File: config.mk
export PLATFORM = sky130hd
export DESIGN_NAME = xfer_engine
export DESIGN_NICKNAME = d
export VERILOG_FILES = /design/src/xfer_pkg.sv /design/src/xfer_master_port.sv /design/src/xfer_engine.sv
export VERILOG_INCLUDE_DIRS = /design/src
export SDC_FILE = /design/constraint.sdc
export NUM_CORES = 2
export LEC_CHECK = 0
export BUFFER_PORTS_ARGS = -buffer_cell sky130_fd_sc_hd__buf_4
export CAP_MARGIN = 25
export CELL_PAD_IN_SITES_DETAIL_PLACEMENT = 0
export CELL_PAD_IN_SITES_GLOBAL_PLACEMENT = 2
export CORE_MARGIN = 2
export CORE_UTILIZATION = 36
export DETAILED_ROUTE_END_ITERATION = 10
export PLACE_DENSITY = 0.93
export SLEW_MARGIN = 20
export SYNTH_ARGS = -nofsm -noshare
export SYNTH_HDL_FRONTEND = slang
export SYNTH_SLANG_ARGS = --single-unit
File: constraint.sdc
create_clock -name clk -period 22.5 [get_ports clk]
set_clock_uncertainty 0.05 [all_clocks]
set_input_delay 4.5 -clock clk [delete_from_list [all_inputs] [get_ports clk]]
set_output_delay 4.5 -clock clk [all_outputs]
set_load 0.02 [all_outputs]
File: src/xfer_defs.svh
/*
 * Offsets, field positions, reset values and counts of the event-triggered
 * transfer engine. Included by the master port, the engine and the bench.
 */
`ifndef XFER_DEFS_SVH
`define XFER_DEFS_SVH

// ==========================================================================
// Register byte offsets
`define OFS_VECTOR_BASE  8'h00
`define OFS_CONTROL      8'h04
`define OFS_STATUS       8'h08
`define OFS_SOFT_REQ     8'h0C

// ==========================================================================
// Control register fields
`define CTL_STOP_BIT     0
`define CTL_FULL_BIT     1
`define CTL_RDSKIP_BIT   2

// ==========================================================================
// Reset values
`define VECTOR_BASE_RST  32'h0000_0000
`define CONTROL_RST      32'h0000_0001

// ==========================================================================
// Sources and descriptor layout
`define NUM_SOURCES      85
`define SOFT_SOURCE      84
`define DESC_BYTES       16
`define REPEAT_MAX       256
`define SHORT_LOW_TOP    32'h007F_FFFF
`define SHORT_HIGH_BASE  32'hFF80_0000

// ==========================================================================
// Descriptor mode word fields
`define MD_MODE_LSB      0
`define MD_SIZE_LSB      2
`define MD_SRC_LSB       4
`define MD_DST_LSB       6
`define MD_RPT_DST_BIT   8
`define MD_CHAIN_BIT     9
`define MD_CHAIN_ZERO    10
`define MD_IRQ_ACT_BIT   11
`define MD_IRQ_UNIT_BIT  12
`define MD_IRQ_END_BIT   13

`endif

File: src/xfer_pkg.sv
/*
 * Types shared by the transfer engine and its bus front end.
 * Needs no include file; xfer_defs.svh is not used here.
 */
package xfer_pkg;
   typedef enum logic [1:0] {MODE_NORMAL, MODE_REPEAT, MODE_BLOCK, MODE_RSVD} xfer_mode_e;
   typedef enum logic [1:0] {SZ_BYTE, SZ_WORD, SZ_LONG, SZ_RSVD} unit_size_e;
   typedef enum logic [1:0] {ADR_FIXED, ADR_FIXED2, ADR_INC, ADR_DEC} adr_step_e;

   // Avalon-MM master request toward the internal main bus
   typedef struct packed {
      logic [31:0] address;
      logic        read;
      logic        write;
      logic [31:0] writedata;
      logic [3:0]  byteenable;
   } mbus_req_s;

   // Avalon-MM slave request from software
   typedef struct packed {
      logic [7:0]  address;
      logic        read;
      logic        write;
      logic [31:0] writedata;
   } sbus_req_s;
endpackage : xfer_pkg

File: src/xfer_master_port.sv
/*
 * One-access Avalon-MM master sequencer: takes a single read or write
 * command, holds it on the main bus until waitrequest falls, then pulses
 * done with captured read data. Same clock as the main bus.
 */
`timescale 1ns/1ps
`include "xfer_defs.svh"

module xfer_master_port
   import xfer_pkg::*;
(
   // Clock and reset
   input  wire logic              clk,
   input  wire logic              rst,
   // Command side
   input  wire logic              cmd_valid,
   input  wire logic              cmd_write,
   input  wire logic [31:0]       cmd_addr,
   input  wire logic [31:0]       cmd_data,
   input  wire logic [3:0]        cmd_be,
   output logic                   cmd_ready,
   output logic                   done,
   output logic [31:0]            rdata,
   // Main bus
   output xfer_pkg::mbus_req_s    mreq,
   input  wire logic              m_waitrequest,
   input  wire logic [31:0]       m_readdata
);
   import xfer_pkg::*;

   logic busy;
   wire  accept = cmd_valid && !busy;
   wire  finish = busy && !m_waitrequest;

   assign cmd_ready = !busy;

   always_ff @(posedge clk or posedge rst) begin
      if (rst) begin
         busy  <= 1'b0;
         mreq  <= '0;
         done  <= 1'b0;
         rdata <= 32'h0000_0000;
      end else begin
         done <= finish;
         if (finish) begin
            busy  <= 1'b0;
            mreq  <= '0;
            rdata <= m_readdata;
         end else if (accept) begin
            busy <= 1'b1;
            mreq <= '{cmd_addr, !cmd_write, cmd_write, cmd_data, cmd_be};
         end
      end
   end

   a_req_held: assert property (@(posedge clk) disable iff (rst)
      (busy && m_waitrequest) |=> $stable(mreq))
      else $error("main bus request changed while stalled");
   a_no_rw_both: assert property (@(posedge clk) disable iff (rst)
      !(mreq.read && mreq.write))
      else $error("read and write high together");
endmodule : xfer_master_port

File: src/xfer_engine.sv
/*
 * Event-triggered transfer engine: per-source descriptors fetched from
 * memory at vector base + 4*source, normal/repeat/block modes, chaining,
 * write-back of changed fields and CPU interrupt requests.
 * Assumes an Avalon-MM register slave and an Avalon-MM main bus on clk.
 */
// Design decisions made here: the Avalon-MM interface to the registers and the address map.
`timescale 1ns/1ps
`include "xfer_defs.svh"

// Notes on behaviour
// - Normal mode: one unit per activation
// - Repeat mode reloads address after repeat count
// - Repeat size up to 256 units
// - Block mode: whole block per activation
// - Block size one to 256 units
// - Each source owns a descriptor; request starts it
// - Chain runs following descriptors in one activation
// - Chain always or only at counter zero
// - Short mode addresses sign-extended to 16 MB
// - Full mode uses whole 32-bit space
// - Unit is byte, word or longword
// - Pass activating interrupt to CPU optionally
// - Optional CPU interrupt after each unit
// - Optional CPU interrupt at count end
// - Read skip reuses held descriptor
// - Fixed addresses are not written back
// - Module stop halts operation
// - 85 activation sources
// - Bus master reaches memory over main bus
module xfer_engine
   import xfer_pkg::*;
#(
   parameter int NSRC = `NUM_SOURCES
)(
   // Clock and reset
   input  wire logic                  clk,
   input  wire logic                  rst,
   // Activation from the interrupt controller
   input  wire logic [NSRC-1:0]       act_req,
   output logic      [NSRC-1:0]       act_ack,
   // CPU interrupt requests
   output logic                       cpu_irq,
   output logic [6:0]                 cpu_irq_src,
   // Register slave
   input  xfer_pkg::sbus_req_s        sreq,
   output logic [31:0]                s_readdata,
   output logic                       s_waitrequest,
   // Main bus master
   output xfer_pkg::mbus_req_s        mreq,
   input  wire logic                  m_waitrequest,
   input  wire logic [31:0]           m_readdata
);
   import xfer_pkg::*;

   typedef enum logic [3:0] {IDLE, VEC, D0, D1, D2, D3, RD, WR, WB0, WB1, WB2, NEXT} state_e;
   state_e st;

   // ========================================================================
   // Registers
   logic [31:0] vbase;
   logic [31:0] ctrl;
   logic        soft_req;
   logic        ack_pend;
   wire  stopped  = ctrl[`CTL_STOP_BIT];
   wire  full_adr = ctrl[`CTL_FULL_BIT];
   wire  rd_skip  = ctrl[`CTL_RDSKIP_BIT];
   wire  wr_hit   = sreq.write && !s_waitrequest;
   // Read data is captured while the request still waits, so it stands at the taking edge
   wire  rd_hit   = sreq.read && s_waitrequest;

   assign s_waitrequest = (sreq.read || sreq.write) && !ack_pend;

   // ========================================================================
   // Descriptor held in the engine
   logic [31:0] md, sar, dar, cnt;
   logic [31:0] dptr, data;
   logic [6:0]  src, last_src;
   logic        last_valid;
   logic [8:0]  blk_left;
   logic        unit_irq;
   wire  xfer_mode_e mode  = xfer_mode_e'(md[`MD_MODE_LSB +: 2]);
   wire  unit_size_e usz   = unit_size_e'(md[`MD_SIZE_LSB +: 2]);
   wire  adr_step_e  sstep = adr_step_e'(md[`MD_SRC_LSB +: 2]);
   wire  adr_step_e  dstep = adr_step_e'(md[`MD_DST_LSB +: 2]);
   wire  [8:0]  rsize      = (md[31:24] == 8'h00) ? 9'h100 : {1'b0, md[31:24]};
   wire  [15:0] cnt_lo     = cnt[15:0];

   function automatic logic [31:0] step_adr(input logic [31:0] a, input adr_step_e s,
                                           input unit_size_e z, input logic full);
      logic [31:0] inc;
      logic [31:0] r;
      inc = (z == SZ_BYTE) ? 32'h0000_0001 : (z == SZ_WORD) ? 32'h0000_0002 : 32'h0000_0004;
      r = (s == ADR_INC) ? a + inc : (s == ADR_DEC) ? a - inc : a;
      step_adr = full ? r : {{8{r[23]}}, r[23:0]};
   endfunction : step_adr

   function automatic logic [31:0] map_adr(input logic [31:0] a, input logic full);
      map_adr = full ? a : {{8{a[23]}}, a[23:0]};
   endfunction : map_adr

   // ========================================================================
   // Source select: lowest pending source wins; the soft request is last
   logic [NSRC-1:0] pend;
   logic [6:0]      pick;
   logic            any;
   assign pend = act_req | ({{(NSRC-1){1'b0}}, soft_req} << `SOFT_SOURCE);
   always_comb begin
      pick = 7'h00;
      any  = 1'b0;
      for (int i = NSRC - 1; i >= 0; i--) begin
         if (pend[i]) begin
            pick = 7'(i);
            any  = 1'b1;
         end
      end
   end

   // ========================================================================
   // Main bus sequencer
   logic        c_valid, c_write, c_ready, c_done;
   logic [31:0] c_addr, c_data, c_rdata;
   logic [3:0]  c_be;
   wire  [3:0]  unit_be = (usz == SZ_BYTE) ? 4'h1 : (usz == SZ_WORD) ? 4'h3 : 4'hF;

   xfer_master_port u_port (
      .clk           (clk),
      .rst           (rst),
      .cmd_valid     (c_valid),
      .cmd_write     (c_write),
      .cmd_addr      (c_addr),
      .cmd_data      (c_data),
      .cmd_be        (c_be),
      .cmd_ready     (c_ready),
      .done          (c_done),
      .rdata         (c_rdata),
      .mreq          (mreq),
      .m_waitrequest (m_waitrequest),
      .m_readdata    (m_readdata)
   );

   logic issued;
   wire  bus_st = (st != IDLE) && (st != NEXT);
   assign c_valid = bus_st && !issued;
   assign c_write = (st == WR) || (st == WB0) || (st == WB1) || (st == WB2);
   assign c_be    = (st == RD || st == WR) ? unit_be : 4'hF;
   always_comb begin
      unique case (st)
         VEC:     c_addr = vbase + {23'h0, src, 2'b00};
         D0:      c_addr = dptr;
         D1:      c_addr = dptr + 32'h0000_0004;
         D2:      c_addr = dptr + 32'h0000_0008;
         D3:      c_addr = dptr + 32'h0000_000C;
         RD:      c_addr = map_adr(sar, full_adr);
         WR:      c_addr = map_adr(dar, full_adr);
         WB0:     c_addr = dptr + 32'h0000_0004;
         WB1:     c_addr = dptr + 32'h0000_0008;
         WB2:     c_addr = dptr + 32'h0000_000C;
         default: c_addr = 32'h0000_0000;
      endcase
   end
   always_comb begin
      unique case (st)
         WR:      c_data = data;
         WB0:     c_data = sar;
         WB1:     c_data = dar;
         WB2:     c_data = cnt;
         default: c_data = 32'h0000_0000;
      endcase
   end

   // ========================================================================
   // Unit completion arithmetic
   wire  rpt_end   = (mode == MODE_REPEAT) && (cnt[7:0] == 8'h01 || (cnt[7:0] == 8'h00 && rsize == 9'h100));
   wire  rpt_dst   = md[`MD_RPT_DST_BIT];
   wire  [31:0] sar_n = step_adr(sar, sstep, usz, full_adr);
   wire  [31:0] dar_n = step_adr(dar, dstep, usz, full_adr);
   wire  [31:0] back  = {23'h0, rsize} << usz;
   wire  [31:0] sar_r = (sstep == ADR_INC) ? sar_n - back : sar_n + back;
   wire  [31:0] dar_r = (dstep == ADR_INC) ? dar_n - back : dar_n + back;
   wire  blk_last  = (mode != MODE_BLOCK) || (blk_left == 9'h001);
   wire  [31:0] cnt_n = (mode == MODE_REPEAT) ? (rpt_end ? {cnt[31:8], rsize[7:0]} : cnt - 32'h1)
                      : (mode == MODE_BLOCK) ? {cnt[31:16], cnt_lo - 16'h1} : cnt - 32'h1;
   wire  cnt_zero  = (mode == MODE_REPEAT) ? 1'b0 : (mode == MODE_BLOCK) ? (cnt_lo == 16'h0000) : (cnt == 32'h0);
   wire  chain_go  = md[`MD_CHAIN_BIT] && (!md[`MD_CHAIN_ZERO] || cnt_zero);
   wire  rd_done   = (st == RD) && c_done;
   wire  wr_done   = (st == WR) && c_done;

   // ========================================================================
   // Sequencer
   always_ff @(posedge clk or posedge rst) begin
      if (rst) begin
         st <= IDLE; issued <= 1'b0; dptr <= 32'h0; src <= 7'h00; data <= 32'h0;
         md <= 32'h0; sar <= 32'h0; dar <= 32'h0; cnt <= 32'h0; blk_left <= 9'h000;
         last_src <= 7'h00; last_valid <= 1'b0; act_ack <= '0; unit_irq <= 1'b0;
      end else begin
         act_ack  <= '0;
         unit_irq <= 1'b0;
         if (c_valid && c_ready) issued <= 1'b1;
         if (c_done) issued <= 1'b0;
         unique case (st)
            IDLE: if (any && !stopped) begin
               src      <= pick;
               act_ack[pick] <= 1'b1;
               if (rd_skip && last_valid && last_src == pick) st <= RD;
               else st <= VEC;
            end
            VEC: if (c_done) begin dptr <= c_rdata; st <= D0; end
            D0:  if (c_done) begin md  <= c_rdata; st <= D1; end
            D1:  if (c_done) begin sar <= c_rdata; st <= D2; end
            D2:  if (c_done) begin dar <= c_rdata; st <= D3; end
            D3:  if (c_done) begin
               cnt <= c_rdata; st <= RD; last_src <= src; last_valid <= 1'b1;
               blk_left <= (md[31:24] == 8'h00) ? 9'h100 : {1'b0, md[31:24]};
            end
            RD: if (rd_done) begin data <= c_rdata; st <= WR; end
            WR: if (wr_done) begin
               unit_irq <= md[`MD_IRQ_UNIT_BIT];
               sar <= (rpt_end && !rpt_dst && sstep[1]) ? sar_r : sar_n;
               dar <= (rpt_end && rpt_dst && dstep[1]) ? dar_r : dar_n;
               if (mode == MODE_BLOCK) blk_left <= blk_left - 9'h001;
               if (blk_last) begin
                  cnt <= cnt_n;
                  st  <= sstep[1] ? WB0 : dstep[1] ? WB1 : WB2;
               end else st <= RD;
            end
            WB0: if (c_done) st <= dstep[1] ? WB1 : WB2;
            WB1: if (c_done) st <= WB2;
            WB2: if (c_done) st <= NEXT;
            NEXT: if (chain_go) begin
               dptr <= dptr + `DESC_BYTES;
               st   <= D0;
            end else st <= IDLE;
            default: st <= IDLE;
         endcase
      end
   end

   // ========================================================================
   // CPU interrupt requests, one-cycle pulses
   wire end_irq = (st == NEXT) && !chain_go && ((md[`MD_IRQ_END_BIT] && cnt_zero) || md[`MD_IRQ_ACT_BIT]);
   always_ff @(posedge clk or posedge rst) begin
      if (rst) begin
         cpu_irq     <= 1'b0;
         cpu_irq_src <= 7'h00;
      end else begin
         cpu_irq     <= unit_irq || end_irq;
         cpu_irq_src <= src;
      end
   end

   // ========================================================================
   // Register slave: answer one cycle after the request appears
   always_ff @(posedge clk or posedge rst) begin
      if (rst) begin
         vbase <= `VECTOR_BASE_RST; ctrl <= `CONTROL_RST; soft_req <= 1'b0;
         ack_pend <= 1'b0; s_readdata <= 32'h0;
      end else begin
         ack_pend <= (sreq.read || sreq.write) && !ack_pend;
         if (st == IDLE && any && !stopped && pick == 7'(`SOFT_SOURCE)) soft_req <= 1'b0;
         if (wr_hit) begin
            unique case (sreq.address)
               `OFS_VECTOR_BASE: vbase <= {sreq.writedata[31:2], 2'b00};
               `OFS_CONTROL:     ctrl  <= {29'h0, sreq.writedata[2:0]};
               `OFS_SOFT_REQ:    if (sreq.writedata[0]) soft_req <= 1'b1;
               default: ;
            endcase
         end
         if (rd_hit) begin
            unique case (sreq.address)
               `OFS_VECTOR_BASE: s_readdata <= vbase;
               `OFS_CONTROL:     s_readdata <= ctrl;
               `OFS_STATUS:      s_readdata <= {16'h0, 1'b0, src, 4'h0, st != IDLE, soft_req, 2'b00};
               default:          s_readdata <= 32'h0000_0000;
            endcase
         end
      end
   end

   // ========================================================================
   // Checks
   a_stop_idle: assert property (@(posedge clk) disable iff (rst)
      (st == IDLE && stopped) |=> st == IDLE)
      else $error("engine left idle while stopped");
   a_ack_one: assert property (@(posedge clk) disable iff (rst)
      $onehot0(act_ack))
      else $error("more than one activation acknowledged");
   a_block_back: assert property (@(posedge clk) disable iff (rst)
      (wr_done && mode == MODE_BLOCK && !blk_last) |=> st == RD)
      else $error("block ended early");
   a_normal_one: assert property (@(posedge clk) disable iff (rst)
      (wr_done && mode == MODE_NORMAL) |=> st != RD)
      else $error("normal mode moved a second unit");
   a_cnt_dec: assert property (@(posedge clk) disable iff (rst)
      (wr_done && mode == MODE_NORMAL) |=> cnt == $past(cnt) - 32'h1)
      else $error("counter not decremented");
   a_fixed_skip: assert property (@(posedge clk) disable iff (rst)
      (wr_done && blk_last && !sstep[1]) |=> st != WB0)
      else $error("fixed source written back");
   a_unit_irq: assert property (@(posedge clk) disable iff (rst)
      (wr_done && md[`MD_IRQ_UNIT_BIT]) |-> ##2 cpu_irq)
      else $error("unit interrupt missing");
   a_chain_zero: assert property (@(posedge clk) disable iff (rst)
      (st == NEXT && md[`MD_CHAIN_BIT] && md[`MD_CHAIN_ZERO] && !cnt_zero) |=> st == IDLE)
      else $error("chain ran with nonzero counter");
   c_block: cover property (@(posedge clk) wr_done && mode == MODE_BLOCK && blk_last);
   c_chain: cover property (@(posedge clk) st == NEXT && chain_go);
   c_skip:  cover property (@(posedge clk) st == IDLE ##1 st == RD);
endmodule : xfer_engine

Yosys cells after proc, flatten, opt, wreduce, memory -nomap -nowiden
Index checks and enable logic that the tools add are counted.
{"block": "word_totals", "regBits": 486, "in_bits": 162, "output_inout_bits": 196, "elab_cells": 414}
{"block": "classes", "add_sub_neg": 16, "n_lt_le_gt_ge": 2, "eq_ne": 44, "shift": 1, "mux": 242, "n_bitwise": 1, "reduce_logical": 77}
{"op": "$mux 32", "n": 21}
{"op": "$mux 7", "n": 85}
{"op": "$pmux 32 s2", "n": 4}
{"op": "$pmux 32 s7", "n": 1}
{"op": "$mux 85", "n": 2}
{"op": "$mux 70", "n": 2}
{"op": "$pmux 32 s4", "n": 1}
{"op": "$mux 1", "n": 97}
{"op": "$add 32x32->32", "n": 3}
{"op": "$pmux 32 s3", "n": 1}
{"op": "$sub 32x32->32", "n": 3}
{"op": "$or 85x85->85", "n": 1}
{"op": "$add 32x4->32 const B", "n": 2}
{"op": "$mux 4", "n": 16}
{"op": "$pmux 4 s12", "n": 1}
{"op": "$mux 9", "n": 4}
{"op": "$add 32x3->32", "n": 1}
{"op": "$add 32x3->32 const B", "n": 1}
{"op": "$add 32x5->32 const B", "n": 1}
{"op": "$add 32x9->32", "n": 1}
{"op": "$logic_not 32->1", "n": 1}
{"op": "$shl 9x2->32", "n": 1}
{"op": "$sub 32x1->32 const B", "n": 1}
{"op": "$sub 32x3->32", "n": 1}
{"op": "other kinds (41)", "n": 131}

Logic depth before layout (Yosys ltp)
{"block": "depth", "word_depth": 93, "depth_mapped": 24, "mapped_depth_nobuf": 22}

By module
A second synthesis with hierarchy kept.
{"block": "unflattened", "hier_cells": 3622, "area_unflattened_um2": 31277.5}
{"mod": "xfer_engine", "n_inst": 1, "cells_per_inst": 3301, "area_per_inst_um2": 27032.2, "seq_area_each_um2": 9310.2}
{"mod": "xfer_master_port", "n_inst": 1, "cells_per_inst": 321, "area_per_inst_um2": 4245.3, "seq_area_each_um2": 2602.5}

Least setup slack after synthesis
Ideal clock, no wire load.
{"block": "synth_timing", "path_kind": "input-to-output", "from": "input port sreq[32] (netlist name)", "to": "output port s_waitrequest", "arrival_ns": 4.830, "t_required_ns": 17.950, "setup_slack_ns": 13.120, "path_stages": 2, "path_buffers": 0, "path_cell_list": "nor2_1 > nor2_1"}
{"block": "synth_via", "elab_chain_cells": 2}
{"element": "start, declared", "line": "xfer_engine.sv:46", "rtl": "input xfer_pkg::sbus_req_s sreq,"}
{"element": "$logic_or 1x1->1", "line": "xfer_engine.sv:72", "rtl": "assign s_waitrequest = (sreq.read || sreq.write) && !ack_pend;"}
{"element": "$logic_and 1x1->1", "line": "xfer_engine.sv:72"}
{"element": "end, declared", "line": "xfer_engine.sv:48", "rtl": "output logic s_waitrequest,"}
Every way passes these cells.

Worst setup path in the final report
Same ends and word-level chain as after synthesis.

==> out/qor.yml <==
fp.dieW_um: 295
clk_latency_ns: 0.63
period_minus_slack_ns: 9.46
grt_pass1_vias: 27400
synth_area_leader_cell: "dfrtp_1"
num_vias: 28900
synth_top_area_share: 0.387
synth-xor-area-share: 0.0501
period_share: 0.420
cp.required_ns: 17.95
clock-sinks: 474
cap_violations: 0
setup_ws_ns: 13.04
ios: 358
finalHoldViolCount: 0
firstDrtPassIters: 8
setup_viol_count_final: 0
path_max_fanout: 2
cp-end-kind: "primary output"
drt_iter0_markers: 2863
max_freq_mhz: 106
antenna_left: 0
wire_per_inst_um: 22.7
hold_path_class: "register to register"
synthMuxAreaShare: 0.0434
powerDensity_nw_per_um2: 134
final_cells: 5015
cts_setup_buffers: 0
cts.clk_slew.worst_paths_ns: 0.06
syn_inst: 3619
synthToLayoutAreaGrowth_pct: 17.9
worstMarginPinSlew_ns: 1.04
track_usage: 0.255
core_area_um2: 83800
synth_fp_nets: 3879
crit_arrival_ns: 4.91
ff2ff_path_depth: 22
ys_ff_latch: 474
worstReg2RegEnd: "dar[31]$_DFFE_PP0P_"
p_leak_nw: 16.4
route.detailed.drc: 0
port_buffers: 357
r2r_slack_ns: 15.11
antenna_found_initial: 3
start_util: 0.365
grt_first_pass_wirelength_um: 171000
netlist_top_cells_area: "dfrtp_1, nand2_1, nor2_1"
clock-root-buffer: "clkbuf_16"
gp_congestion: 0.920
viasPerCell: 5.77
status: "completed"
grt_max_degree: 161
drive_gt1_frac: 0.168
ys_seq_area_frac: 0.388
grt_overflow: 0
hpwl_um: 85300
maxSlewViolCount: 0
htree_num_levels: 2
rsz0062_at_grt: "false"
ctsLongestPathBuffers: 3
pre_cts_ws_ns: 13.04
relSlewSlack: 0.305
netlist_area_um2: 30600
crit_start: "sreq[32]"
synth_top_family_by_area: "compound AO/OA/AOI/OAI gates"
synth_warnings: 0
design_area_um2: 36000
yosys_most_used_dff: "dfrtp_1"
postPlaceCellArea_um2: 34200
cts_tree: "done"
cts-resized-gates: 0
r2r_start: "md[3]$_DFFE_PP0P_"
avgSynthCellArea_um2: 8.45
dp_cells: 4916
die-area_um2: 87200
async_reset_ff_frac: 1.00
rows: 106
die_h_um: 295
synth_edf_count: 0
cts_buffers: 52
synthDistinctLibCells: 97
crit_path_start_kind: "input port"
peakVddDrop_v: 0.0000744
criticalPathCategory: "input port to primary output"
cts_hold_buf: 0
synth-adder-area-share: 0.0421
fin_nets: 4099
wl_um: 114000
synth_compound_gate_area_share: 0.222
synth-simple-area-share: 0.212
endpoint: "s_waitrequest"
setup_tns_ns: 0
layout make-up:
type                            instances  area (um^2)
Timing Repair Buffer                  410         3100
Clock inverter                         15          246
Multi-Input combinational cell       2819        17500
Clock buffer                           80         1580
Sequential cell                       474        11900
Fill cell                            8489        47800
Antenna cell                            1         2.50
Inverter                               82          315
Tap cell                             1134         1420
power by group:
part	switching, mW	internal, mW
sequential	0.463	1.05
combinational	1.45	0.939
clock	0.370	0.551
total	2.28	2.54
flip-flops by register name (all words and copies together), names as in the netlist:
name,count
last_src,7
cpu_irq_src,7
dar,32
issued,1
s_readdata,32
data,32
last_valid,1
u_port.done,1
blk_left,9
src,7
sar,32
u_port.rdata,32
act_ack,85
vbase,30
md,22
cpu_irq,1
u_port.mreq,69
ctrl,3
dptr,32
soft_req,1
cnt,32
st,4
unit_irq,1
ack_pend,1
worst min-delay path by stage:
stage / cells past startpoint / startpoint / end / slack, ns
after detailed placement: 1 / last_valid$_DFFE_PP0P_ / last_valid$_DFFE_PP0P_ / 0.41
after floorplan: 1 / unit_irq$_DFF_PP0_ / cpu_irq$_DFF_PP0_ / 0.35
after CTS: 1 / last_valid$_DFFE_PP0P_ / last_valid$_DFFE_PP0P_ / 0.42
after global routing: 1 / last_valid$_DFFE_PP0P_ / last_valid$_DFFE_PP0P_ / 0.43
final: 1 / last_valid$_DFFE_PP0P_ / last_valid$_DFFE_PP0P_ / 0.42
after global placement: 1 / last_valid$_DFFE_PP0P_ / last_valid$_DFFE_PP0P_ / 0.40
synthesized netlist by cell type (all sizes together), types with 45 or more instances:
cell	number
a211oi	49
a21oi	232
a222oi	52
a22o	64
and3	51
clkbuf	208
dfrtp	473
ha	90
inv	81
mux2	100
nand2	492
nand3	85
nor2	401
nor3	89
nor4	61
o21ai	282
o31ai	45
xnor2	89
xor2	86
metrics by stage:
stage	utilization	hold slack (ns)	power, mW
after global routing	0.430	0.429	5.15
after global placement	0.408	0.401	3.83
after detailed placement	0.408	0.405	3.85
after CTS	0.429	0.421	4.79
after floorplan	-	0.354	3.07
final	0.430	0.422	4.82
kinds of logic (layout without fill, tap and decap cells):
| group | Yosys count | in the layout |
|---|---|---|
| flip-flops | 474 | 474 |
| XOR/XNOR | 175 | 175 |
| buffers and inverters | 326 | 587 |
| AND/OR/NAND/NOR | 1396 | 1396 |
| multiplexers | 120 | 120 |
| other | 0 | 1 |
| adder cells (fa/ha/maj) | 98 | 98 |
| AO/OA/AOI/OAI | 1030 | 1030 |
layout by cell type, fill, tap and decap left out, drive strengths merged, types with 37 or more instances in the layout:
cell	instances
nand2	492
dfrtp	473
buf	409
nor2	401
o21ai	282
a21oi	232
mux2	100
ha	90
xnor2	89
nor3	89
xor2	86
nand3	85
inv	84
clkbuf	81
a22o	64
nor4	61
a222oi	52
and3	51
a211oi	49
o31ai	45
nor2b	37
layer usage:
| layer | share of wire | GRT usage |
|---|---|---|
| met4 | 0.032 | 0.0786 |
| met5 | 0.00020 | 0 |
| met1 | 0.43 | 0.362 |
| met2 | 0.45 | 0.395 |
| met3 | 0.090 | 0.0440 |
critical path: stages:
cell and delay [ns]:
buf_4 0.11, nor2_1 0.09, nor2_1 0.05, buf_4 0.15
No activity file was read; power rests on OpenSTA's default activity.
